<file path="src/include/timer_control_two_regs.vh">
// register map, field positions and codes of the second timer control block
`ifndef TIMER_CONTROL_TWO_REGS_VH
`define TIMER_CONTROL_TWO_REGS_VH

`define ADDR_CONTROL_2      8'h04
`define ADDR_IRQ_STATUS     8'h08
`define ADDR_IRQ_MASK       8'h0C
`define ADDR_LINE_STATUS    8'h10
`define CONTROL_2_RESET     16'h0000
`define CONTROL_2_WMASK     16'hFF7D
`define IDLE_LSB            8
`define IDLE_MSB            15
`define MASTER_SEL_LSB      4
`define MASTER_SEL_MSB      6
`define DMA_SRC_BIT         3
`define PRELOAD_SRC_BIT     2
`define PRELOAD_EN_BIT      0
`define TRG_RESET           3'b000
`define TRG_ENABLE          3'b001
`define TRG_UPDATE          3'b010
`define TRG_MATCH_PULSE     3'b011
`define TRG_REF1            3'b100
`define TRG_REF2            3'b101
`define TRG_REF3            3'b110
`define TRG_REF4            3'b111
`define LOCK_OFF            2'b00
`define IRQ_BITS            4
`define IRQ_UPDATE          0
`define IRQ_MATCH           1
`define IRQ_TRIG_RISE       2
`define IRQ_PRELOAD         3
`define RESP_OKAY           2'b00
`define RESP_SLVERR         2'b10

`endif

</file>
<file path="src/hw/master_trigger_select.v">
// master trigger output selection from internal timer events
`timescale 1ns/1ps
`include "timer_control_two_regs.vh"

module master_trigger_select (
  // clock and reset
  input  wire       clk,
  input  wire       srst,
  // selection
  input  wire [2:0] mode,
  input  wire       masterSlave,
  // events
  input  wire       updateGenerate,
  input  wire       updateEvent,
  input  wire       counterEnableBit,
  input  wire       gatedMode,
  input  wire       triggerInput,
  input  wire       compareMatch,
  input  wire [3:0] compareRef,
  // result
  output reg        masterTriggerOut
);

  reg  triggerDelay_reg;
  reg  enableSignal;
  reg  masterTriggerNext;

  // trigger-driven enable is late by one cycle unless master/slave mode
  always @(posedge clk) begin
    if (srst) begin
      triggerDelay_reg <= 1'b0;
    end else begin
      triggerDelay_reg <= triggerInput;
    end
  end

  // counter-enable signal: software bit or gated trigger input
  always @* begin
    enableSignal = counterEnableBit | (gatedMode &
      (masterSlave ? triggerInput : triggerDelay_reg));
    case (mode)
      `TRG_RESET:       masterTriggerNext = updateGenerate;
      `TRG_ENABLE:      masterTriggerNext = enableSignal;
      `TRG_UPDATE:      masterTriggerNext = updateEvent;
      `TRG_MATCH_PULSE: masterTriggerNext = compareMatch;
      `TRG_REF1:        masterTriggerNext = compareRef[0];
      `TRG_REF2:        masterTriggerNext = compareRef[1];
      `TRG_REF3:        masterTriggerNext = compareRef[2];
      `TRG_REF4:        masterTriggerNext = compareRef[3];
      default:          masterTriggerNext = 1'b0;
    endcase
  end

  // registered so the slave timers see a glitch-free level
  always @(posedge clk) begin
    if (srst) begin
      masterTriggerOut <= 1'b0;
    end else begin
      masterTriggerOut <= masterTriggerNext;
    end
  end

endmodule

</file>
<file path="src/hw/adv_timer_control_two.v">
// second control register of the advanced timer with axi4-lite access
//
// Register access over AXI4-Lite was chosen for this implementation.
`timescale 1ns/1ps
`include "timer_control_two_regs.vh"

module adv_timer_control_two #(
  parameter CHANNELS = 4,
  parameter HAS_COMP = 4'b1111
) (
  // clock and reset
  input  wire                  clk,
  input  wire                  srst,
  // axi4-lite write address
  input  wire [7:0]            awaddr,
  input  wire                  awvalid,
  output reg                   awready,
  // axi4-lite write data
  input  wire [31:0]           wdata,
  input  wire [3:0]            wstrb,
  input  wire                  wvalid,
  output reg                   wready,
  // axi4-lite write response
  output reg  [1:0]            bresp,
  output reg                   bvalid,
  input  wire                  bready,
  // axi4-lite read
  input  wire [7:0]            araddr,
  input  wire                  arvalid,
  output reg                   arready,
  output reg  [31:0]           rdata,
  output reg  [1:0]            rresp,
  output reg                   rvalid,
  input  wire                  rready,
  // timer core state
  input  wire                  mainOutputEnable,
  input  wire [1:0]            lockLevel,
  input  wire                  counterEnableBit,
  input  wire                  gatedMode,
  input  wire                  masterSlave,
  input  wire                  triggerInput,
  input  wire                  updateGenerate,
  input  wire                  updateEvent,
  input  wire                  commutationGenerate,
  input  wire                  compareMatch,
  input  wire [CHANNELS-1:0]   compareRef,
  input  wire [CHANNELS-1:0]   capCompEvent,
  input  wire [CHANNELS-1:0]   activeMain,
  input  wire [CHANNELS-1:0]   activeComp,
  // outputs toward pins, slaves and dma
  output reg  [CHANNELS-1:0]   mainOutput,
  output reg  [CHANNELS-1:0]   compOutput,
  output wire                  masterTriggerOut,
  output reg  [CHANNELS-1:0]   dmaRequest,
  output reg                   preloadLoad,
  output reg                   preloadEnable,
  output reg                   irq
);

  // register state and bus holding
  reg  [15:0]         control2_reg;
  reg  [15:0]         control2_next;
  reg  [3:0]          irqStatus_reg;
  reg  [3:0]          irqMask_reg;
  reg                 awHeld_reg;
  reg                 wHeld_reg;
  reg  [7:0]          awAddr_reg;
  reg  [31:0]         wData_reg;
  reg  [3:0]          wStrb_reg;
  // trigger input synchroniser and edge detector
  reg                 trigSync1_reg;
  reg                 trigSync2_reg;
  reg                 trigLast_reg;
  // combinational helpers
  reg                 writeHit;
  reg  [3:0]          irqEvents;
  wire                trigRise;
  wire                doWrite;
  wire [CHANNELS-1:0] idleMain;
  wire [CHANNELS-1:0] idleComp;

  // true when the address names a mapped register
  function mapped;
    input [7:0] a;
    begin
      mapped = (a == `ADDR_CONTROL_2) || (a == `ADDR_IRQ_STATUS) ||
               (a == `ADDR_IRQ_MASK) || (a == `ADDR_LINE_STATUS);
    end
  endfunction

  // byte-lane merge of a 16-bit register with the write strobes
  function [15:0] merge16;
    input [15:0] old;
    input [31:0] d;
    input [3:0]  s;
    begin
      merge16 = {s[1] ? d[15:8] : old[15:8], s[0] ? d[7:0] : old[7:0]};
    end
  endfunction

  // commit once address and data are both held and no answer still waits
  assign doWrite = awHeld_reg & wHeld_reg & ~bvalid;

  // trigger input comes from another timer, so synchronise it first
  always @(posedge clk) begin
    if (srst) begin
      trigSync1_reg <= 1'b0;
      trigSync2_reg <= 1'b0;
      trigLast_reg  <= 1'b0;
    end else begin
      trigSync1_reg <= triggerInput;
      trigSync2_reg <= trigSync1_reg;
      trigLast_reg  <= trigSync2_reg;
    end
  end
  // one-cycle pulse on a rising edge of the synchronised trigger
  assign trigRise = trigSync2_reg & ~trigLast_reg;

  // write path: address and data taken in either order, then response
  always @(posedge clk) begin
    if (srst) begin
      awHeld_reg <= 1'b0;
      wHeld_reg  <= 1'b0;
      awAddr_reg <= 8'h00;
      wData_reg  <= 32'h0000_0000;
      wStrb_reg  <= 4'h0;
      awready    <= 1'b0;
      wready     <= 1'b0;
      bvalid     <= 1'b0;
      bresp      <= `RESP_OKAY;
    end else begin
      // a pending answer blocks new address and data until bready
      awready <= ~awHeld_reg & ~awready & awvalid & ~bvalid;
      wready  <= ~wHeld_reg & ~wready & wvalid & ~bvalid;
      if (awvalid & awready) begin
        awHeld_reg <= 1'b1;
        awAddr_reg <= awaddr;
      end
      if (wvalid & wready) begin
        wHeld_reg <= 1'b1;
        wData_reg <= wdata;
        wStrb_reg <= wstrb;
      end
      if (doWrite) begin
        awHeld_reg <= 1'b0;
        wHeld_reg  <= 1'b0;
        bvalid     <= 1'b1;
        bresp      <= mapped(awAddr_reg) ? `RESP_OKAY : `RESP_SLVERR;
      end else if (bvalid & bready) begin
        bvalid <= 1'b0;
      end
    end
  end

  // next control value: reserved bits stay zero, idle bits honour lock
  always @* begin
    writeHit = doWrite & (awAddr_reg == `ADDR_CONTROL_2);
    control2_next = control2_reg;
    if (writeHit) begin
      control2_next = merge16(control2_reg, wData_reg, wStrb_reg) &
                      `CONTROL_2_WMASK;
      if (lockLevel != `LOCK_OFF) begin
        control2_next[`IDLE_MSB:`IDLE_LSB] =
          control2_reg[`IDLE_MSB:`IDLE_LSB];
      end
    end
  end

  // event sources for the sticky status
  always @* begin
    irqEvents = 4'h0;
    irqEvents[`IRQ_UPDATE]    = updateEvent;
    irqEvents[`IRQ_MATCH]     = compareMatch;
    irqEvents[`IRQ_TRIG_RISE] = trigRise;
    irqEvents[`IRQ_PRELOAD]   = preloadLoad;
  end

  // registers; a new event wins over a write-one-to-clear
  always @(posedge clk) begin
    if (srst) begin
      control2_reg  <= `CONTROL_2_RESET;
      irqStatus_reg <= 4'h0;
      irqMask_reg   <= 4'h0;
      irq           <= 1'b0;
    end else begin
      control2_reg <= control2_next;
      if (doWrite & (awAddr_reg == `ADDR_IRQ_STATUS) & wStrb_reg[0]) begin
        irqStatus_reg <= (irqStatus_reg & ~wData_reg[3:0]) | irqEvents;
      end else begin
        irqStatus_reg <= irqStatus_reg | irqEvents;
      end
      if (doWrite & (awAddr_reg == `ADDR_IRQ_MASK) & wStrb_reg[0]) begin
        irqMask_reg <= wData_reg[3:0];
      end
      // one cycle behind the status, so the pin leaves a flop
      irq <= |(irqStatus_reg & irqMask_reg);
    end
  end

  // read path: one cycle to arready, one more to rvalid
  always @(posedge clk) begin
    if (srst) begin
      arready <= 1'b0;
      rvalid  <= 1'b0;
      rdata   <= 32'h0000_0000;
      rresp   <= `RESP_OKAY;
    end else begin
      // a pending read answer blocks the next read address
      arready <= arvalid & ~arready & ~rvalid;
      if (arvalid & arready) begin
        rvalid <= 1'b1;
        rresp  <= mapped(araddr) ? `RESP_OKAY : `RESP_SLVERR;
        case (araddr)
          `ADDR_CONTROL_2:   rdata <= {16'h0000, control2_reg};
          `ADDR_IRQ_STATUS:  rdata <= {28'h000_0000, irqStatus_reg};
          `ADDR_IRQ_MASK:    rdata <= {28'h000_0000, irqMask_reg};
          `ADDR_LINE_STATUS: rdata <= {16'h0000, compOutput, mainOutput,
                                       7'h00, masterTriggerOut};
          default:           rdata <= 32'h0000_0000;
        endcase
      end else if (rvalid & rready) begin
        rvalid <= 1'b0;
      end
    end
  end

  // per channel idle levels; comp bit sits above main bit in each pair
  genvar ch;
  generate
    for (ch = 0; ch < CHANNELS; ch = ch + 1) begin : g_chan
      assign idleComp[ch] = control2_reg[`IDLE_LSB + 2*ch + 1];
      // main idle bit sits just below its complementary partner
      assign idleMain[ch] = control2_reg[`IDLE_LSB + 2*ch];
      // outputs drop to idle levels when the main enable is off; main of a channel without comp drops low
      always @(posedge clk) begin
        if (srst) begin
          mainOutput[ch] <= 1'b0;
          compOutput[ch] <= 1'b0;
        end else if (!mainOutputEnable) begin
          compOutput[ch] <= idleComp[ch];
          mainOutput[ch] <= HAS_COMP[ch] ?
            idleMain[ch] : 1'b0;
        end else begin
          mainOutput[ch] <= activeMain[ch];
          compOutput[ch] <= activeComp[ch];
        end
      end
      // dma request on channel event or on update event
      always @(posedge clk) begin
        if (srst) begin
          dmaRequest[ch] <= 1'b0;
        end else begin
          dmaRequest[ch] <= control2_reg[`DMA_SRC_BIT] ?
            updateEvent : capCompEvent[ch];
        end
      end
    end
  endgenerate

  // preload controls of channels with complementary outputs
  always @(posedge clk) begin
    if (srst) begin
      preloadEnable <= 1'b0;
      preloadLoad   <= 1'b0;
    end else begin
      preloadEnable <= control2_reg[`PRELOAD_EN_BIT];
      // load strobe: commutation command, or trigger edge when selected
      preloadLoad   <= control2_reg[`PRELOAD_EN_BIT] &
        (commutationGenerate |
         (control2_reg[`PRELOAD_SRC_BIT] & trigRise));
    end
  end

  // trigger selection lives in its own module
  master_trigger_select u_trig (
    .clk              (clk),
    .srst             (srst),
    .mode             (control2_reg[`MASTER_SEL_MSB:`MASTER_SEL_LSB]),
    .masterSlave      (masterSlave),
    .updateGenerate   (updateGenerate),
    .updateEvent      (updateEvent),
    .counterEnableBit (counterEnableBit),
    .gatedMode        (gatedMode),
    .triggerInput     (trigSync2_reg),
    .compareMatch     (compareMatch),
    .compareRef       (compareRef),
    .masterTriggerOut (masterTriggerOut)
  );

endmodule

</file>
<file path="config.mk">
export PLATFORM = sky130hd
export DESIGN_NAME = adv_timer_control_two
export DESIGN_NICKNAME = d
export VERILOG_FILES = /design/src/hw/master_trigger_select.v /design/src/hw/adv_timer_control_two.v
export VERILOG_INCLUDE_DIRS = /design/src /design/src/include
export SDC_FILE = /design/constraint.sdc
export NUM_CORES = 1
export LEC_CHECK = 0
export ABC_CLOCK_PERIOD_IN_PS = 3200
export BUFFER_PORTS_ARGS = -buffer_cell sky130_fd_sc_hd__buf_2
export CORE_UTILIZATION = 40
export CTS_CLUSTER_SIZE = 14
export DETAILED_ROUTE_END_ITERATION = 6
export PLACE_DENSITY_LB_ADDON = 0.3
export SLEW_MARGIN = 10
export SYNTH_ARGS = -nofsm -noshare
export SYNTH_HDL_FRONTEND = slang
export SYNTH_HIERARCHICAL = 1
export SYNTH_SLANG_ARGS = --single-unit
export TNS_END_PERCENT = 50
</file>
<file path="constraint.sdc">
create_clock -name clk -period 3.2 [get_ports clk]
set_input_delay 0.16 -clock clk [delete_from_list [all_inputs] [get_ports clk]]
set_output_delay 0.16 -clock clk [all_outputs]
set_load 0.01 [all_outputs]
</file>
# After elaboration in Yosys (flattened, before gate mapping)
# Cells that the tools add are included.
# totals
register_bits	110
inputBits	86
wordCells	127
# op_classes
bitwise	40
n_reduce_logical	14
n_mux	22
eq_ne	15
# op_table
operator	count
16-bit one-hot mux with 4 select lines	1
8-bit by 4-bit == test with 1-bit output, second input constant	4
1-bit AND	24
1-bit 2-to-1 mux	17
8-bit by 3-bit == test with 1-bit output, second input constant	2
8-bit by 5-bit == test with 1-bit output, second input constant	2
3-bit == test, second input constant	4
1-bit inverter	9
4-bit AND	2
4-bit bitwise OR	2
1-bit one-hot mux with 8 select lines	1
3-bit by 2-bit == test with 1-bit output, second input constant	2
1-bit logical OR	6
2-bit nonzero test	3
2-bit 2-to-1 mux	2
4-bit 2-to-1 mux	1
4-bit inverter	1
4-bit OR reduction	1
3-bit by 1-bit == test with 1-bit output, second input constant	1
3-bit zero test	1
3-bit AND reduction	1
1-bit bitwise OR	2
2-bit AND reduction	1
2-bit OR reduction	1

# Logic depth before layout (Yosys ltp)
# logic_depth
word_depth	5
depth_mapped	6
depth_no_buf	4

# Hierarchy
# Netlist, hierarchy kept.
# by_module_without_submodules
mod	area_per_inst_um2	cells_per_inst	instances
adv_timer_control_two	3674.8	403	1
master_trigger_select	167.7	21	1

# Least setup slack after synthesis
# OpenSTA, ideal clock, no wires.
# synth_path
kind	input to register
startpoint	in araddr[1]
endpoint	reg rdata[0]
path_slack_ns	1.612
cell_stages	5
t_arrival_ns	1.528
required_time_ns	3.140
cell_sequence	or4_4 -> buf_6 -> nor4b_4 -> a22o_1 -> a22o_1
# synth_via
elab_chain_cells	2
word_cells_on_any_way	5
classes_between	eq/ne: 4; mux: 1
# synth_rtl
item	line_no	rtl
from (decl)	adv_timer_control_two.v:28	input wire [7:0] araddr,
8-bit by 5-bit == test with 1-bit output (tied with other cells)	adv_timer_control_two.v:213	case (araddr)
16-bit one-hot mux with 4 select lines (*)	adv_timer_control_two.v:213	
to (signal assigned)	adv_timer_control_two.v:214	`ADDR_CONTROL_2: rdata <= {16'h0000, control2_reg};
to (signal assigned)	adv_timer_control_two.v:215	`ADDR_IRQ_STATUS: rdata <= {28'h000_0000, irqStatus_reg};
to (signal assigned)	adv_timer_control_two.v:216	`ADDR_IRQ_MASK: rdata <= {28'h000_0000, irqMask_reg};
to (decl)	adv_timer_control_two.v:31	output reg [31:0] rdata,
# Every way passes the cells marked *; elsewhere a longest branch is shown, timed or not.
# A chain may end at the register's enable or synchronous reset.

# Final worst setup path
# layout_path
startpoint	reg awHeld_reg
endpoint	reg control2_reg[5]
# layout_via
elab_chain_cells	4
# layout_rtl
item	line_no	rtl
from (decl)	adv_timer_control_two.v:65	reg awHeld_reg;
from (signal assigned)	adv_timer_control_two.v:122	awHeld_reg <= 1'b0;
from (signal assigned)	adv_timer_control_two.v:136	awHeld_reg <= 1'b1;
from (signal assigned)	adv_timer_control_two.v:145	awHeld_reg <= 1'b0;
1-bit AND (2 in a row)	adv_timer_control_two.v:102	assign doWrite = awHeld_reg & wHeld_reg & ~bvalid;
1-bit AND	adv_timer_control_two.v:157	writeHit = doWrite & (awAddr_reg == `ADDR_CONTROL_2);
2-bit AND reduction (no source line)	n/a	
to (signal assigned)	adv_timer_control_two.v:181	control2_reg <= `CONTROL_2_RESET;
to (signal assigned)	adv_timer_control_two.v:186	control2_reg <= control2_next;
to (decl)	adv_timer_control_two.v:61	reg [15:0] control2_reg;
# Every way passes these cells.

==> summary.md <==
| Metric | Value |
|---|---|
| Fin crit share | `around three fifths` |
| Gp weighted congestion | `a little under 0.8` |
| Sum of net half-perimeters after detailed placement | `between 5000 and 6000 um` |
| Average via count per standard cell | `between 4 and 5` |
| Hold wc startpoint | `commutationGenerate` |
| Origin of the critical flop-to-flop path | `awHeld_reg` |
| Comb power frac | `8.0%` |
| Num Clock Sinks | `91` |
| Clock root buffer | `clkbuf_8` |
| CP Cell Sequence | `and3b_1 > nand3_1 > nor2_1 > mux2i_1` |
| Hold worst-path end | `preloadLoad` |
| Area of the die | `approximately 10000 um2` |
| Yosys warning total | `6` |
| Largest driver fanout on the critical path | `7` |
| Number of port buffers | `104` |
| Remaining max-slew budget at the tightest pin | `roughly 30%` |
| Time the final worst path needs with I/O delays and setup | `1.88 ns` |
| Count of final max-slew check failures | `0` |
| Average size of a mapped cell | `9.06 um2` |
| Total buffers and inverters traversed by the critical path | `0` |
| Sum of negative setup slack | `0 ns` |
| Violation count after the first detailed-route iteration | `approximately 120` |
| Post-layout instance count excluding filler cells | `approximately 650` |
| Hold Path Depth | `3` |
| Standard cell area after detailed placement | `between 4000 and 5000 um2` |
| Endpoint type of the worst setup path | `flop` |
| Proportion of layout cells with a drive suffix above 1 | `about a quarter` |
| Gate count after technology mapping | `around 420` |
| Placement row count | `35` |
| Setup repair after global routing missed its margin | `false` |
| Initial DRT Pass Iterations | `4` |
| Post-detailed-route DRC marker count | `0` |
| Effective utilization at floorplan | `roughly two fifths` |
| Post-synth cell types | `43` |
| Chip height | `between 100 and 150 um` |
| Number of antenna repair diodes | `0` |
| Critical Path AT | `roughly 2.2 ns` |
| Max Buffers Root-to-Sink | `2` |
| Part of the power in the clock network | `between 30% and 40%` |
| Internal power consumption | `1.60 mW` |
| Sequential share of power | `55.2%` |
| Hold crit path type | `primary input to flop` |
| CP Class | `flop to flop` |
| Final-layout fill cell count | `approximately 910` |
| Global router's overall resource usage | `between 10% and 20%` |
| Flops & latches, synth | `91` |
| Area occupied by registers | `approximately 1800 um2` |
| Total clock buffers created by CTS | `9` |
| Synthesis-to-finish area growth | `19.1%` |
| Vias in the first global route | `2753` |
| Logic depth of the worst register-to-register path | `4` |
| Data required time at the worst endpoint | `~3.5 ns` |
| Grt total ovfl | `0` |
| Static leakage | `around 1.9 nW` |
| Startpoint type of the worst setup path | `flop` |
| Switching power share of the total | `25.0%` |
| Total standard cell area after synthesis | `around 3800 um2` |
| Boundary pin count | `between 100 and 150` |
| Final wirelength | `approximately 8200 um` |
| Clock slew seen by the registers of the worst setup and hold paths | `about 0.080 ns` |
| Max IR drop VDD | `0.245 mV` |
| Maximum clock frequency | `between 500 and 600 MHz` |
| Clock H-tree levels | `3` |
| Number of routed nets with antenna violations | `0` |
| Antenna violations before repair | `0` |
| Transition time at the pin with the least slew margin | `1.05 ns` |
| Number of nets in the final layout | `~610` |
| Final setup viols | `0` |
| Combined area of the multi-input logic cells | `approximately 1800 um2` |
| Crit-path max cell delay | `around 0.62 ns` |
| Top cell family by delay on the critical path | `simple AND/OR/NAND/NOR gates` |
| FF-to-FF setup slack | `1.32 ns` |
| FF-to-FF End | `control2_reg[5]` |
| Sequential-to-total area share from yosys stat | `between 40 and 50%` |
| Clock tree skew after final layout | `between 0.01 and 0.015 ns` |
| Largest area contributor in the netlist | `dfxtp_1` |
| Portion of synthesized cell area occupied by the leading cell type | `between 40% and 50%` |
| Max_cap viols | `0` |
| Area of the placeable core | `9280 um2` |
| Top post-synthesis cells by area | `dfxtp_1 47%, mux2i_1 6.3%, a21oi_1 5.7%` |
| Run status | `finished clean` |
| Count of final hold-check violations | `0` |
| Switching power | `0.532 mW` |
| CTS tree | `yes` |
| Global-route wire length before repair | `about 13000 um` |
| Wire length per cell after detailed routing | `approximately 13 um` |
| Total power density per cell area | `roughly 470 nW/um2` |
| Cell with the largest stage delay on the worst path | `nor2_1` |
| Die Span X | `between 100 and 150 um` |
| Non-Filler Cell Area, Final | `approximately 4600 um2` |
| Insertion delay to the later sink of the worst-skew pair | `0.36 ns` |
| DR vias | `~3100` |
| Pin count of the biggest net entering global routing | `62` |
| Number of cells in the design after placement | `637` |
-- Yosys cell counts, drive strengths merged --
master	instances
a311oi	3
clkbuf	15
nor3	8
mux2	5
nand3b	2
o31a	1
buf	24
o22ai	1
and2	2
a22o	21
conb	1
or4	1
nand2	57
and3b	1
or2	3
nand3	17
mux2i	24
nor2	26
a22oi	2
inv	7
xnor2	1
xor2	1
nand4	1
dfxtp	91
nor4b	5
a21o	1
nor2b	11
or3	1
nand2b	35
o21ai	8
a211oi	1
nor4	3
a21oi	44
-- cell usage in the layout, fill, tap and decap left out, types with 17 or more instances in the layout --
cell / count
nand2_1: 57
a21oi_1: 44
buf_2: 104
mux2i_1: 24
a22o_1: 21
dfxtp_1: 91
nand3_1: 17
nor2_1: 26
nand2b_1: 35
conb_1: 19
-- per-layer routing --
metal  part of all wire [%]  GRT usage, %
met4                    1.1          6.69
met1                     49          22.7
met5                      0             0
met2                     45          26.7
met3                    5.3          3.62
-- worst min-delay path, cell delays in order --
cell and delay [ns]:
buf_2 0.08, a21oi_1 0.03, nor2_1 0.06
-- cell families (layout without fill, tap and decap cells) --
group                     after synthesis  after routing  share of synthesized area [%]
AOI/OAI and AO/OA                      82             82                           13.4
xor gates and xnor gates                2              2                          0.456
buffers and inverters                  46            129                           6.77
DFF                                    91             91                           47.4
muxes                                  29             29                           7.81
other                                   1             19                         0.0976
and+or+nand+nor                       173            173                           24.0
-- worst max path at each step --
| stage | startpoint | end | slack [ns] | cells after the start |
|---|---|---|---|---|
| after floorplan | araddr[1] | rdata[0] | 1.61 | 5 |
| after global placement | araddr[1] | rdata[13] | 1.15 | 5 |
| after detailed placement | araddr[1] | rdata[13] | 1.09 | 5 |
| after CTS | awHeld_reg | control2_reg[5] | 1.32 | 4 |
| after global routing | awHeld_reg | control2_reg[5] | 1.21 | 4 |
| final | awHeld_reg | control2_reg[5] | 1.32 | 4 |
-- metrics by stage --
step           hold WS (ns)  power [mW]  util, %  setup slack, ns
6_report             0.0195        2.13     49.3             1.32
5_1_grt              0.0217        2.22     49.3             1.21
4_1_cts             0.00384        2.16     49.3             1.32
3_5_place_dp          0.376        1.37     47.0             1.09
3_3_place_gp          0.369        1.37     47.0             1.15
2_1_floorplan         0.232        1.32        -             1.61
-- power groups by stage --
stage          registers, mW  logic [mW]  clock network [mW]
5_1_grt                 1.18       0.190               0.851
3_5_place_dp            1.20       0.169                   0
3_3_place_gp            1.20       0.166                   0
6_report                1.18       0.170               0.785
4_1_cts                 1.18       0.170               0.812
2_1_floorplan           1.20       0.112                   0
-- layout make-up --
| cell class | count | area share (%) |
|---|---|---|
| timing repair buffer | 106 | 11.8 |
| sequential | 91 | 39.8 |
| clock inverter | 7 | 1.69 |
| clock buffer | 9 | 2.71 |
| inverter | 7 | 0.574 |
| tap | 129 | 3.53 |
| multi-input combinational | 305 | 39.9 |
-- repair_timing --
action	CTS	global route
hold endpoints to repair	1	0
hold buffers	1	0
setup endpoints to repair	0	0
gates resized for setup	0	0
setup buffers	0	0
Note: power is estimated with default switching activity, not from simulation.
